==> src/hw/bio_pkg.sv <==
// constants, types and register indices for the binary i/o setpoint override
// assumes a single 10 MHz clock and a simple parameter write/read port
// Summary of operation
// (RULE1) input 1 active forces setpoint to 0%
// (RULE2) input 2 active forces setpoint to 100%
// (RULE3) both enabled and both open: hold setpoint
// (RULE4) diag enable bits raise input-asserted flag
// (RULE5) status bits 0,1 show active input channels
// (RULE6) status bit 7 shows setpoint being forced
// (RULE7) forced status reads 129, 130 or 131
// (RULE8) output bit 0: above warning high threshold
// (RULE9) output bit 1: below warning low threshold
// (RULE10) output bit 2: above main high threshold
// (RULE11) output bit 3: below main low threshold
// (RULE12) output bit 7 selects active-low drive
// (RULE13) each output has its own select word
// (RULE14) options work only when mask bit set
// (RULE15) cascade fault held for delay: take failsafe
// (RULE16) failsafe applies preset failsafe setpoint
// (RULE17) resource restart changes nothing
// (RULE18) processor restart requests a warm restart
// (RULE19) defaults restart reinits config, clears, restarts
// (RULE20) restart selector returns to run afterwards
// (RULE21) active input reports generic other error
// (RULE22) inputs pass two flip-flops before use
package bio_pkg;

  localparam int BIO_POS_W = 16;

  // setpoint and position scale: 0.01 % per count
  localparam logic [15:0] SP_ZERO = 16'h0000;
  localparam logic [15:0] SP_FULL = 16'h2710;

  // timing
  localparam int CLK_PERIOD_NS = 100;
  localparam int SECOND_NS = 1000000000;
  localparam int CYC_PER_SEC = SECOND_NS / CLK_PERIOD_NS;

  // register indices on the parameter port
  localparam logic [3:0] IDX_INPUT_ACTION = 4'h0;
  localparam logic [3:0] IDX_INPUT_STATE = 4'h1;
  localparam logic [3:0] IDX_OUT1_SELECT = 4'h2;
  localparam logic [3:0] IDX_OUT2_SELECT = 4'h3;
  localparam logic [3:0] IDX_WARN_UPPER = 4'h4;
  localparam logic [3:0] IDX_WARN_LOWER = 4'h5;
  localparam logic [3:0] IDX_MAIN_UPPER = 4'h6;
  localparam logic [3:0] IDX_MAIN_LOWER = 4'h7;
  localparam logic [3:0] IDX_FS_DELAY = 4'h8;
  localparam logic [3:0] IDX_FS_SETPOINT = 4'h9;
  localparam logic [3:0] IDX_OPTION_MASK = 4'hA;
  localparam logic [3:0] IDX_RESTART = 4'hB;

  // input_action_config fields
  localparam int IAC_FORCE1_BIT = 0;
  localparam int IAC_FORCE2_BIT = 1;
  localparam int IAC_DIAG1_BIT = 2;
  localparam int IAC_DIAG2_BIT = 3;

  // input_state_flags fields
  localparam int STAT_ACT1_BIT = 0;
  localparam int STAT_ACT2_BIT = 1;
  localparam int STAT_FORCED_BIT = 7;

  // output alarm select fields
  localparam int OAS_WARN_HI_BIT = 0;
  localparam int OAS_WARN_LO_BIT = 1;
  localparam int OAS_MAIN_HI_BIT = 2;
  localparam int OAS_MAIN_LO_BIT = 3;
  localparam int OAS_INVERT_BIT = 7;

  // installed-option mask fields
  localparam int OPT_BIN_IN_BIT = 0;
  localparam int OPT_BIN_OUT_BIT = 1;

  // reset values
  localparam logic [7:0] IAC_RST = 8'h00;
  localparam logic [7:0] OAS_RST = 8'h00;
  localparam logic [15:0] WARN_UPPER_RST = 16'h2710;
  localparam logic [15:0] WARN_LOWER_RST = 16'h0000;
  localparam logic [15:0] MAIN_UPPER_RST = 16'h2710;
  localparam logic [15:0] MAIN_LOWER_RST = 16'h0000;
  localparam logic [15:0] FS_DELAY_RST = 16'h0000;
  localparam logic [15:0] FS_SETPOINT_RST = 16'h0000;
  localparam logic [7:0] OPT_MASK_RST = 8'h03;

  typedef enum logic [2:0] {
    RST_UNINIT = 3'h1,
    RST_RUN = 3'h2,
    RST_RESOURCE = 3'h3,
    RST_DEFAULTS = 3'h4,
    RST_PROCESSOR = 3'h5
  } bio_restart_e;

  typedef enum logic [1:0] {
    FS_IDLE = 2'h0,
    FS_WAIT = 2'h1,
    FS_ACTIVE = 2'h2
  } bio_fs_e;

endpackage

==> src/hw/bio_override.sv <==
// binary input setpoint override, binary alarm outputs, failsafe and restart
// assumes contact pins are asynchronous; position and setpoint are on clk
`timescale 1ns/1ns
module bio_override
  import bio_pkg::*;
#(
  parameter int POS_W = BIO_POS_W,
  parameter int SEC_CYCLES = CYC_PER_SEC
) (
  // clock and reset
  input wire logic clk,
  input wire logic arst_n,
  // contact inputs, high while the switch is open
  input wire logic [1:0] bin_in_raw,
  // parameter write port
  input wire logic cfg_wr,
  input wire logic [3:0] cfg_addr,
  input wire logic [15:0] cfg_wdata,
  // parameter read port, data one cycle after the index
  input wire logic [3:0] cfg_rd_addr,
  output logic [15:0] cfg_rdata,
  // setpoint path
  input wire logic [POS_W-1:0] setpoint_in,
  input wire logic [POS_W-1:0] position,
  input wire logic cascade_mode,
  input wire logic remote_sp_fault,
  output logic [POS_W-1:0] setpoint_out,
  // status
  output logic [7:0] input_state_flags,
  output logic input_asserted,
  output logic block_err_other,
  output logic failsafe_active,
  // binary output pins
  output logic [1:0] bin_out,
  // restart requests
  output logic warm_restart_req,
  output logic clear_trend_link
);

  typedef struct packed {
    logic [7:0] input_action_config;
    logic [7:0] output1_alarm_select;
    logic [7:0] output2_alarm_select;
    logic [POS_W-1:0] warn_upper_threshold;
    logic [POS_W-1:0] warn_lower_threshold;
    logic [POS_W-1:0] main_upper_threshold;
    logic [POS_W-1:0] main_lower_threshold;
    logic [15:0] failsafe_delay;
    logic [POS_W-1:0] failsafe_setpoint;
    logic [7:0] option_mask;
    bio_restart_e restart_sel;
    bio_fs_e fs_state;
    logic [31:0] tick_cnt;
    logic [15:0] sec_cnt;
    logic [POS_W-1:0] sp_out;
    logic [7:0] stat;
    logic diag;
    logic other_err;
    logic [1:0] pins;
    logic [15:0] rdata;
    logic warm_req;
    logic clr_tl;
    logic proc_pend;
  } bio_state_s;

  bio_state_s st_reg;
  bio_state_s st_next;

  logic [1:0] bin_in_sync;
  logic in_ok;
  logic out_ok;
  logic act1;
  logic act2;
  logic force1;
  logic force2;
  logic forced;
  logic hold_req;
  logic fault;
  logic [3:0] alarm_src;
  logic [1:0] pin_level;
  logic [7:0] sel_word [2];

  bio_sync2 #(.W(2)) u_sync (
    .clk(clk),
    .arst_n(arst_n),
    .d(bin_in_raw),
    .q(bin_in_sync)
  );

  // option gating of the input and output channels
  assign in_ok = st_reg.option_mask[OPT_BIN_IN_BIT]; // [RULE14]
  assign out_ok = st_reg.option_mask[OPT_BIN_OUT_BIT]; // [RULE14]
  assign act1 = in_ok & bin_in_sync[0];
  assign act2 = in_ok & bin_in_sync[1];
  assign force1 = act1 & st_reg.input_action_config[IAC_FORCE1_BIT];
  assign force2 = act2 & st_reg.input_action_config[IAC_FORCE2_BIT];
  assign forced = force1 | force2;
  assign hold_req = force1 & force2; // [RULE3]
  assign fault = cascade_mode & remote_sp_fault;

  // alarm comparisons shared by both outputs
  assign alarm_src[OAS_WARN_HI_BIT] = position > st_reg.warn_upper_threshold; // [RULE8]
  assign alarm_src[OAS_WARN_LO_BIT] = position < st_reg.warn_lower_threshold; // [RULE9]
  assign alarm_src[OAS_MAIN_HI_BIT] = position > st_reg.main_upper_threshold; // [RULE10]
  assign alarm_src[OAS_MAIN_LO_BIT] = position < st_reg.main_lower_threshold; // [RULE11]

  assign sel_word[0] = st_reg.output1_alarm_select;
  assign sel_word[1] = st_reg.output2_alarm_select;

  // one select word per output channel
  for (genvar g = 0; g < 2; g++) begin : g_out
    logic alarm;
    assign alarm = |(sel_word[g][3:0] & alarm_src); // [RULE13]
    assign pin_level[g] = out_ok & (alarm ^ sel_word[g][OAS_INVERT_BIT]); // [RULE12]
  end

  always_comb begin
    st_next = st_reg;
    st_next.warm_req = 1'b0;
    st_next.clr_tl = 1'b0;
    st_next.proc_pend = 1'b0;

    // parameter writes
    if (cfg_wr) begin
      case (cfg_addr)
        IDX_INPUT_ACTION: st_next.input_action_config = cfg_wdata[7:0];
        IDX_OUT1_SELECT: st_next.output1_alarm_select = cfg_wdata[7:0];
        IDX_OUT2_SELECT: st_next.output2_alarm_select = cfg_wdata[7:0];
        IDX_WARN_UPPER: st_next.warn_upper_threshold = cfg_wdata[POS_W-1:0];
        IDX_WARN_LOWER: st_next.warn_lower_threshold = cfg_wdata[POS_W-1:0];
        IDX_MAIN_UPPER: st_next.main_upper_threshold = cfg_wdata[POS_W-1:0];
        IDX_MAIN_LOWER: st_next.main_lower_threshold = cfg_wdata[POS_W-1:0];
        IDX_FS_DELAY: st_next.failsafe_delay = cfg_wdata;
        IDX_FS_SETPOINT: st_next.failsafe_setpoint = cfg_wdata[POS_W-1:0];
        IDX_OPTION_MASK: st_next.option_mask = cfg_wdata[7:0]; // [RULE14]
        IDX_RESTART: st_next.restart_sel = bio_restart_e'(cfg_wdata[2:0]);
        default: begin
        end
      endcase
    end

    // restart selector execution
    case (st_reg.restart_sel)
      RST_RESOURCE: begin
        st_next.restart_sel = RST_RUN; // [RULE17] [RULE20]
      end
      RST_PROCESSOR: begin
        st_next.warm_req = 1'b1; // [RULE18]
        st_next.restart_sel = RST_RUN; // [RULE20]
      end
      RST_DEFAULTS: begin
        // option mask counts as system data and survives
        st_next.input_action_config = IAC_RST; // [RULE19]
        st_next.output1_alarm_select = OAS_RST;
        st_next.output2_alarm_select = OAS_RST;
        st_next.warn_upper_threshold = WARN_UPPER_RST[POS_W-1:0];
        st_next.warn_lower_threshold = WARN_LOWER_RST[POS_W-1:0];
        st_next.main_upper_threshold = MAIN_UPPER_RST[POS_W-1:0];
        st_next.main_lower_threshold = MAIN_LOWER_RST[POS_W-1:0];
        st_next.failsafe_delay = FS_DELAY_RST;
        st_next.failsafe_setpoint = FS_SETPOINT_RST[POS_W-1:0];
        st_next.clr_tl = 1'b1; // [RULE19]
        st_next.proc_pend = 1'b1;
        st_next.restart_sel = RST_RUN; // [RULE20]
      end
      default: begin
      end
    endcase
    if (st_reg.proc_pend) begin
      st_next.warm_req = 1'b1; // [RULE19]
    end

    // failsafe delay in whole seconds
    case (st_reg.fs_state)
      FS_IDLE: begin
        st_next.tick_cnt = '0;
        st_next.sec_cnt = '0;
        if (fault) begin
          st_next.fs_state = (st_reg.failsafe_delay == 16'h0000) ? FS_ACTIVE : FS_WAIT;
        end
      end
      FS_WAIT: begin
        if (!fault) begin
          st_next.fs_state = FS_IDLE;
        end else if (st_reg.tick_cnt == 32'(SEC_CYCLES - 1)) begin
          st_next.tick_cnt = '0;
          st_next.sec_cnt = st_reg.sec_cnt + 16'h0001;
          if (st_reg.sec_cnt + 16'h0001 >= st_reg.failsafe_delay) begin
            st_next.fs_state = FS_ACTIVE; // [RULE15]
          end
        end else begin
          st_next.tick_cnt = st_reg.tick_cnt + 32'h0000_0001;
        end
      end
      FS_ACTIVE: begin
        if (!fault) begin
          st_next.fs_state = FS_IDLE;
        end
      end
      default: st_next.fs_state = FS_IDLE;
    endcase

    // setpoint selection, contact forcing first
    if (hold_req) begin
      st_next.sp_out = st_reg.sp_out; // [RULE3]
    end else if (force1) begin
      st_next.sp_out = SP_ZERO[POS_W-1:0]; // [RULE1]
    end else if (force2) begin
      st_next.sp_out = SP_FULL[POS_W-1:0]; // [RULE2]
    end else if (st_reg.fs_state == FS_ACTIVE) begin
      st_next.sp_out = st_reg.failsafe_setpoint; // [RULE16]
    end else begin
      st_next.sp_out = setpoint_in;
    end

    // status and diagnostics
    st_next.stat = 8'h00;
    st_next.stat[STAT_ACT1_BIT] = act1; // [RULE5]
    st_next.stat[STAT_ACT2_BIT] = act2; // [RULE5]
    st_next.stat[STAT_FORCED_BIT] = forced; // [RULE6] [RULE7]
    st_next.diag = (act1 & st_reg.input_action_config[IAC_DIAG1_BIT]) |
                   (act2 & st_reg.input_action_config[IAC_DIAG2_BIT]); // [RULE4]
    st_next.other_err = act1 | act2; // [RULE21]
    st_next.pins = pin_level;

    // read data
    case (cfg_rd_addr)
      IDX_INPUT_ACTION: st_next.rdata = {8'h00, st_reg.input_action_config};
      IDX_INPUT_STATE: st_next.rdata = {8'h00, st_reg.stat};
      IDX_OUT1_SELECT: st_next.rdata = {8'h00, st_reg.output1_alarm_select};
      IDX_OUT2_SELECT: st_next.rdata = {8'h00, st_reg.output2_alarm_select};
      IDX_WARN_UPPER: st_next.rdata = 16'(st_reg.warn_upper_threshold);
      IDX_WARN_LOWER: st_next.rdata = 16'(st_reg.warn_lower_threshold);
      IDX_MAIN_UPPER: st_next.rdata = 16'(st_reg.main_upper_threshold);
      IDX_MAIN_LOWER: st_next.rdata = 16'(st_reg.main_lower_threshold);
      IDX_FS_DELAY: st_next.rdata = st_reg.failsafe_delay;
      IDX_FS_SETPOINT: st_next.rdata = 16'(st_reg.failsafe_setpoint);
      IDX_OPTION_MASK: st_next.rdata = {8'h00, st_reg.option_mask};
      IDX_RESTART: st_next.rdata = {13'h0000, st_reg.restart_sel};
      default: st_next.rdata = 16'h0000;
    endcase
  end

  always_ff @(posedge clk or negedge arst_n) begin
    if (!arst_n) begin
      st_reg.input_action_config <= IAC_RST;
      st_reg.output1_alarm_select <= OAS_RST;
      st_reg.output2_alarm_select <= OAS_RST;
      st_reg.warn_upper_threshold <= WARN_UPPER_RST[POS_W-1:0];
      st_reg.warn_lower_threshold <= WARN_LOWER_RST[POS_W-1:0];
      st_reg.main_upper_threshold <= MAIN_UPPER_RST[POS_W-1:0];
      st_reg.main_lower_threshold <= MAIN_LOWER_RST[POS_W-1:0];
      st_reg.failsafe_delay <= FS_DELAY_RST;
      st_reg.failsafe_setpoint <= FS_SETPOINT_RST[POS_W-1:0];
      st_reg.option_mask <= OPT_MASK_RST;
      st_reg.restart_sel <= RST_RUN;
      st_reg.fs_state <= FS_IDLE;
      st_reg.tick_cnt <= '0;
      st_reg.sec_cnt <= '0;
      st_reg.sp_out <= '0;
      st_reg.stat <= '0;
      st_reg.diag <= 1'b0;
      st_reg.other_err <= 1'b0;
      st_reg.pins <= '0;
      st_reg.rdata <= '0;
      st_reg.warm_req <= 1'b0;
      st_reg.clr_tl <= 1'b0;
      st_reg.proc_pend <= 1'b0;
    end else begin
      st_reg <= st_next;
    end
  end

  assign cfg_rdata = st_reg.rdata;
  assign setpoint_out = st_reg.sp_out;
  assign input_state_flags = st_reg.stat;
  assign input_asserted = st_reg.diag;
  assign block_err_other = st_reg.other_err;
  assign failsafe_active = (st_reg.fs_state == FS_ACTIVE);
  assign bin_out = st_reg.pins;
  assign warm_restart_req = st_reg.warm_req;
  assign clear_trend_link = st_reg.clr_tl;
endmodule

==> src/hw/bio_sync2.sv <==
// two-stage synchroniser for asynchronous level inputs
// assumes the inputs are quasi-static contact levels
`timescale 1ns/1ns
module bio_sync2 #(
  parameter int W = 2
) (
  // clock and reset
  input wire logic clk,
  input wire logic arst_n,
  // levels
  input wire logic [W-1:0] d,
  output logic [W-1:0] q
);

  typedef struct packed {
    logic [W-1:0] s1;
    logic [W-1:0] s2;
  } bio_sync_s;

  bio_sync_s st_reg;
  bio_sync_s st_next;

  always_comb begin
    st_next.s1 = d;
    st_next.s2 = st_reg.s1; // [RULE22]
  end

  always_ff @(posedge clk or negedge arst_n) begin
    if (!arst_n) begin
      st_reg <= '0;
    end else begin
      st_reg <= st_next;
    end
  end

  assign q = st_reg.s2;
endmodule

==> config.mk <==
export PLATFORM = sky130hd
export DESIGN_NAME = bio_override
export DESIGN_NICKNAME = d
export VERILOG_FILES = /design/src/hw/bio_pkg.sv /design/src/hw/bio_override.sv /design/src/hw/bio_sync2.sv
export SDC_FILE = /design/constraint.sdc
export NUM_CORES = 1
export LEC_CHECK = 0
export BUFFER_PORTS_ARGS = -buffer_cell sky130_fd_sc_hd__buf_2
export CORE_ASPECT_RATIO = 0.7
export CORE_MARGIN = 2
export CORE_UTILIZATION = 61
export DETAILED_ROUTE_END_ITERATION = 8
export PLACE_DENSITY_LB_ADDON = 0.2
export SYNTH_ARGS = -nofsm -noshare
export SYNTH_HDL_FRONTEND = slang
export SYNTH_HIERARCHICAL = 1
export SYNTH_SLANG_ARGS = --single-unit
==> constraint.sdc <==
create_clock -name clk -period 3.6 [get_ports clk]
set_input_delay 0 -clock clk [delete_from_list [all_inputs] [get_ports clk]]
set_output_delay 0 -clock clk [all_outputs]
set_load 0.01 [all_outputs]
==> flow_summary.json <==
{
  "status": "completed",
  "reg2reg_slack_ns": 0.17,
  "cts_buffers": 23,
  "synth_edf_count": 0,
  "synth_cells": 1477,
  "grt_remaining_overflow": 0,
  "final_cells": 1855,
  "ys_seq_area_share_pct": 43.89,
  "fillers": 1625,
  "min_period_ns": 3.431,
  "hold_depth": 3,
  "r2r-start": "st_reg[47]",
  "drt-vias-per-instance": 6.400,
  "cts_tree": "yes",
  "wire_per_inst_um": 21.75,
  "clkPwrFrac_pct": 28.7,
  "grt_pass1_vias": 11270,
  "drive_above_1_share_pct": 12.56,
  "portBuffers": 104,
  "pwr-share-seq_pct": 44.6,
  "yosysWarnings": 6,
  "dp.final_hpwl_um": 28290,
  "sw_frac_of_total_pct": 36.20,
  "num_vias": 11872,
  "synth_top_area_share_pct": 41.25,
  "finalWeightedCongestion": 0.9756,
  "arrival_ns": 3.79,
  "cts_max_path_buffers": 3,
  "yosys.area_share.adder_pct": 7.746,
  "worstHoldStart": "cfg_wr",
  "yosys.area_share.simple_pct": 19.54,
  "route.detailed.drc": 0,
  "grt_first_pass_wirelength_um": 63690,
  "synthTopCellsByArea": "dfrtp_1 41%, ha_1 7.7%, nand2_1 6.6%, a21oi_1 5.8%, nor2_1 3.3%",
  "intPower_w": 0.005567,
  "cts.sinks": 226,
  "die_w_um": 178.0,
  "rows": 44,
  "worstPathMaxFanout": 6,
  "ios": 110,
  "synth_area_leader_cell": "dfrtp_1",
  "crit_type": "register to register",
  "dieArea_mm2": 0.02238,
  "whs_endpoint": "st_reg[170]",
  "area_delta_synth_final_pct": 13.22,
  "maxSlewViolCount": 0,
  "fin_ws_ns": 0.1695,
  "synth_top_family_by_area": "simple AND/OR/NAND/NOR gates",
  "hp-class": "input port to register",
  "initial_core_util_pct": 62.26,
  "postSynth.asyncResetShare_pct": 100.0,
  "dp.cells": 1769,
  "htreeDepth": 1,
  "syn_area_mm2": 0.01292,
  "fp.dieH_um": 125.8,
  "drtPass1Iterations": 7,
  "core-area_mm2": 0.02075,
  "synthXorXnorAreaFrac_pct": 1.220,
  "period_share_pct": 95.29,
  "clock.fmax_mhz": 291.5,
  "relSlewSlack_pct": 20.27,
  "synth.distinct_cells": 63,
  "clk_pin_slew_ns": 0.07,
  "synth_compound_area_share_pct": 16.97,
  "worstPathRequired_ns": 3.96,
  "comb_power_share_pct": 26.7,
  "clk_latency_ns": 0.53,
  "vdd_drop_max_mv": 0.3932,
  "crit_path_end_kind": "register",
  "hold_violations": 0,
  "dpl_worst_slack_ns": 0.2504,
  "setup-tns-final_ns": 0,
  "drt_iter0_markers": 1489,
  "synth.avg_cell_area_um2": 8.749,
  "skew_ns": 0.01708,
  "multi_input_area_mm2": 0.006331,
  "regArea_mm2": 0.005672,
  "drt_wl_total_um": 40350,
  "p_leak_nw": 6.780,
  "antenna_found_initial": 2,
  "setup_viol": 0,
  "drv_cap": 0,
  "powerDensity_mw_per_mm2": 596.4,
  "post_cts_buffers": 0,
  "nNetsFinal": 1702,
  "p_sw_w": 0.003159,
  "drtAntennaViolNets": 0,
  "rr_endpoint": "st_reg[96]",
  "muxShareOfSynthArea_pct": 3.234,
  "grtUsageTotal_pct": 36.73,
  "worst_pin_slew_ns": 1.196,
  "ys_ff_latch": 226,
  "root_buffer": "clkbuf_16",
  "synth_flop_cell": "dfrtp_1",
  "grt_max_degree": 113,
  "largest_reg_flops": 163,
  "rr_worst_depth": 13,
  "critPathLaunchType": "register"
}
final cells by class:
| class | instances | area share (%) |
|---|---|---|
| clock buffers | 34 | 4.695 |
| flip-flops and latches | 226 | 38.77 |
| repair buffers | 165 | 7.714 |
| diodes | 3 | 0.05131 |
| clock inverters | 8 | 0.6671 |
| multi-input cells | 1047 | 43.27 |
| inverters | 96 | 2.472 |
| well taps | 276 | 2.360 |
cell usage after synthesis, types with 13 or more instances:
cell type and n:
a21oi_1 149, a22oi_1 33, buf_4 44, clkbuf_1 60, dfrtp_1 213, dfstp_2 13, ha_1 80, inv_1 96
mux2i_1 26, nand2_1 226, nand2b_1 14, nand3_1 75, nand4_1 27, nor2_1 113, nor3_1 14, o211ai_1 16
o21ai_0 72, o31ai_1 14
cells in the final DEF, fill, tap and decap left out, types with 5 or more instances in the layout:
master | Yosys | routed
mux2i_1 | 26 | 26
a2111oi_0 | 6 | 6
dlygate4sd3_1 | 0 | 41
a22oi_1 | 33 | 33
clkbuf_8 | 0 | 7
o211ai_1 | 16 | 16
xor2_1 | 10 | 10
o31ai_1 | 14 | 14
and2_1 | 9 | 9
buf_2 | 4 | 103
dfstp_2 | 13 | 13
dfrtp_1 | 213 | 213
conb_1 | 1 | 5
nor3_1 | 14 | 13
a22o_1 | 6 | 6
nor2b_1 | 10 | 10
o21ai_0 | 72 | 72
a21o_1 | 9 | 9
clkinv_2 | 0 | 5
o22ai_1 | 8 | 8
a21oi_1 | 149 | 149
inv_1 | 96 | 95
nand3_1 | 75 | 75
and3_1 | 12 | 12
nand4_1 | 27 | 27
xnor2_1 | 8 | 8
mux2_2 | 12 | 12
nand2_1 | 226 | 226
a211oi_1 | 6 | 6
clkbuf_16 | 0 | 23
buf_4 | 44 | 17
nor4_1 | 8 | 7
a31oi_1 | 12 | 12
nor2_1 | 113 | 113
a221oi_1 | 9 | 9
nand2b_1 | 14 | 14
ha_1 | 80 | 80
and4_1 | 9 | 9
cell families after synthesis:
kind of cell | Yosys count
and+or+nand+nor | 543
AOI/OAI and AO/OA | 362
DFF | 226
buffers and inverters | 208
adders and majority gates | 80
muxes | 39
xor gates and xnor gates | 18
other | 1
worst max-delay path by stage:
stage               slack [ns]  depth (start not counted)  startpoint    endpoint
global route             -0.08                         13  st_reg[47]  st_reg[96]
CTS                       0.22                         13  st_reg[47]  st_reg[96]
detailed placement        0.25                         13  st_reg[47]  st_reg[96]
finish                    0.17                         13  st_reg[47]  st_reg[96]
floorplan                 0.47                         13  st_reg[47]  st_reg[96]
global placement          0.42                         13  st_reg[47]  st_reg[96]
routing by layer:
metal  track usage (%)  up-vias  wire length [µm]
met2             49.84      756             16080
met3             14.19       81              6106
met1             55.57     5715             17230
li1                  -     5318                 -
met5                 0        -                15
met4             7.811        2               916
worst max-delay path: stages, from the launching register on:
cell and delay (ns):
dfrtp_1 0.43, ha_1 0.26, nand3_1 0.20, nor4_2 0.41, and3_1 0.29, nand3_1 0.15
xnor2_1 0.15, ha_1 0.29, a21o_1 0.19, a211oi_1 0.36, nand3_1 0.13, a21oi_1 0.20
or4_1 0.15, a21oi_1 0.06
per-stage QoR:
stage          hold WS [ns]  power [W]  utilization, %  area, µm²
5_1_grt             0.04158   0.009156           70.45      14620
3_3_place_gp         0.1092   0.005984           64.67      13420
4_1_cts            0.008157   0.008623           70.42      14620
3_5_place_dp         0.1099   0.006084           64.67      13420
2_1_floorplan       -0.2956   0.005213               -      12940
6_report            0.03987   0.008726           70.49      14630
what timing repair did:
item                                   4_1_cts  5_1_grt
endpoints found under the hold margin      227        0
setup endpoints to repair                    0        1
hold buffers                                41        0
resized for setup                            0        1
power groups by stage:
| stage | clock (W) | sequential [W] | combinational, W |
|---|---|---|---|
| finish | 0.00250 | 0.00389 | 0.00233 |
| global placement | 0 | 0.00384 | 0.00215 |
| detailed placement | 0 | 0.00385 | 0.00223 |
| CTS | 0.00252 | 0.00382 | 0.00229 |
| floorplan | 0 | 0.00353 | 0.00168 |
| global route | 0.00262 | 0.00393 | 0.00261 |
Note: power is estimated with default switching activity, not from simulation.
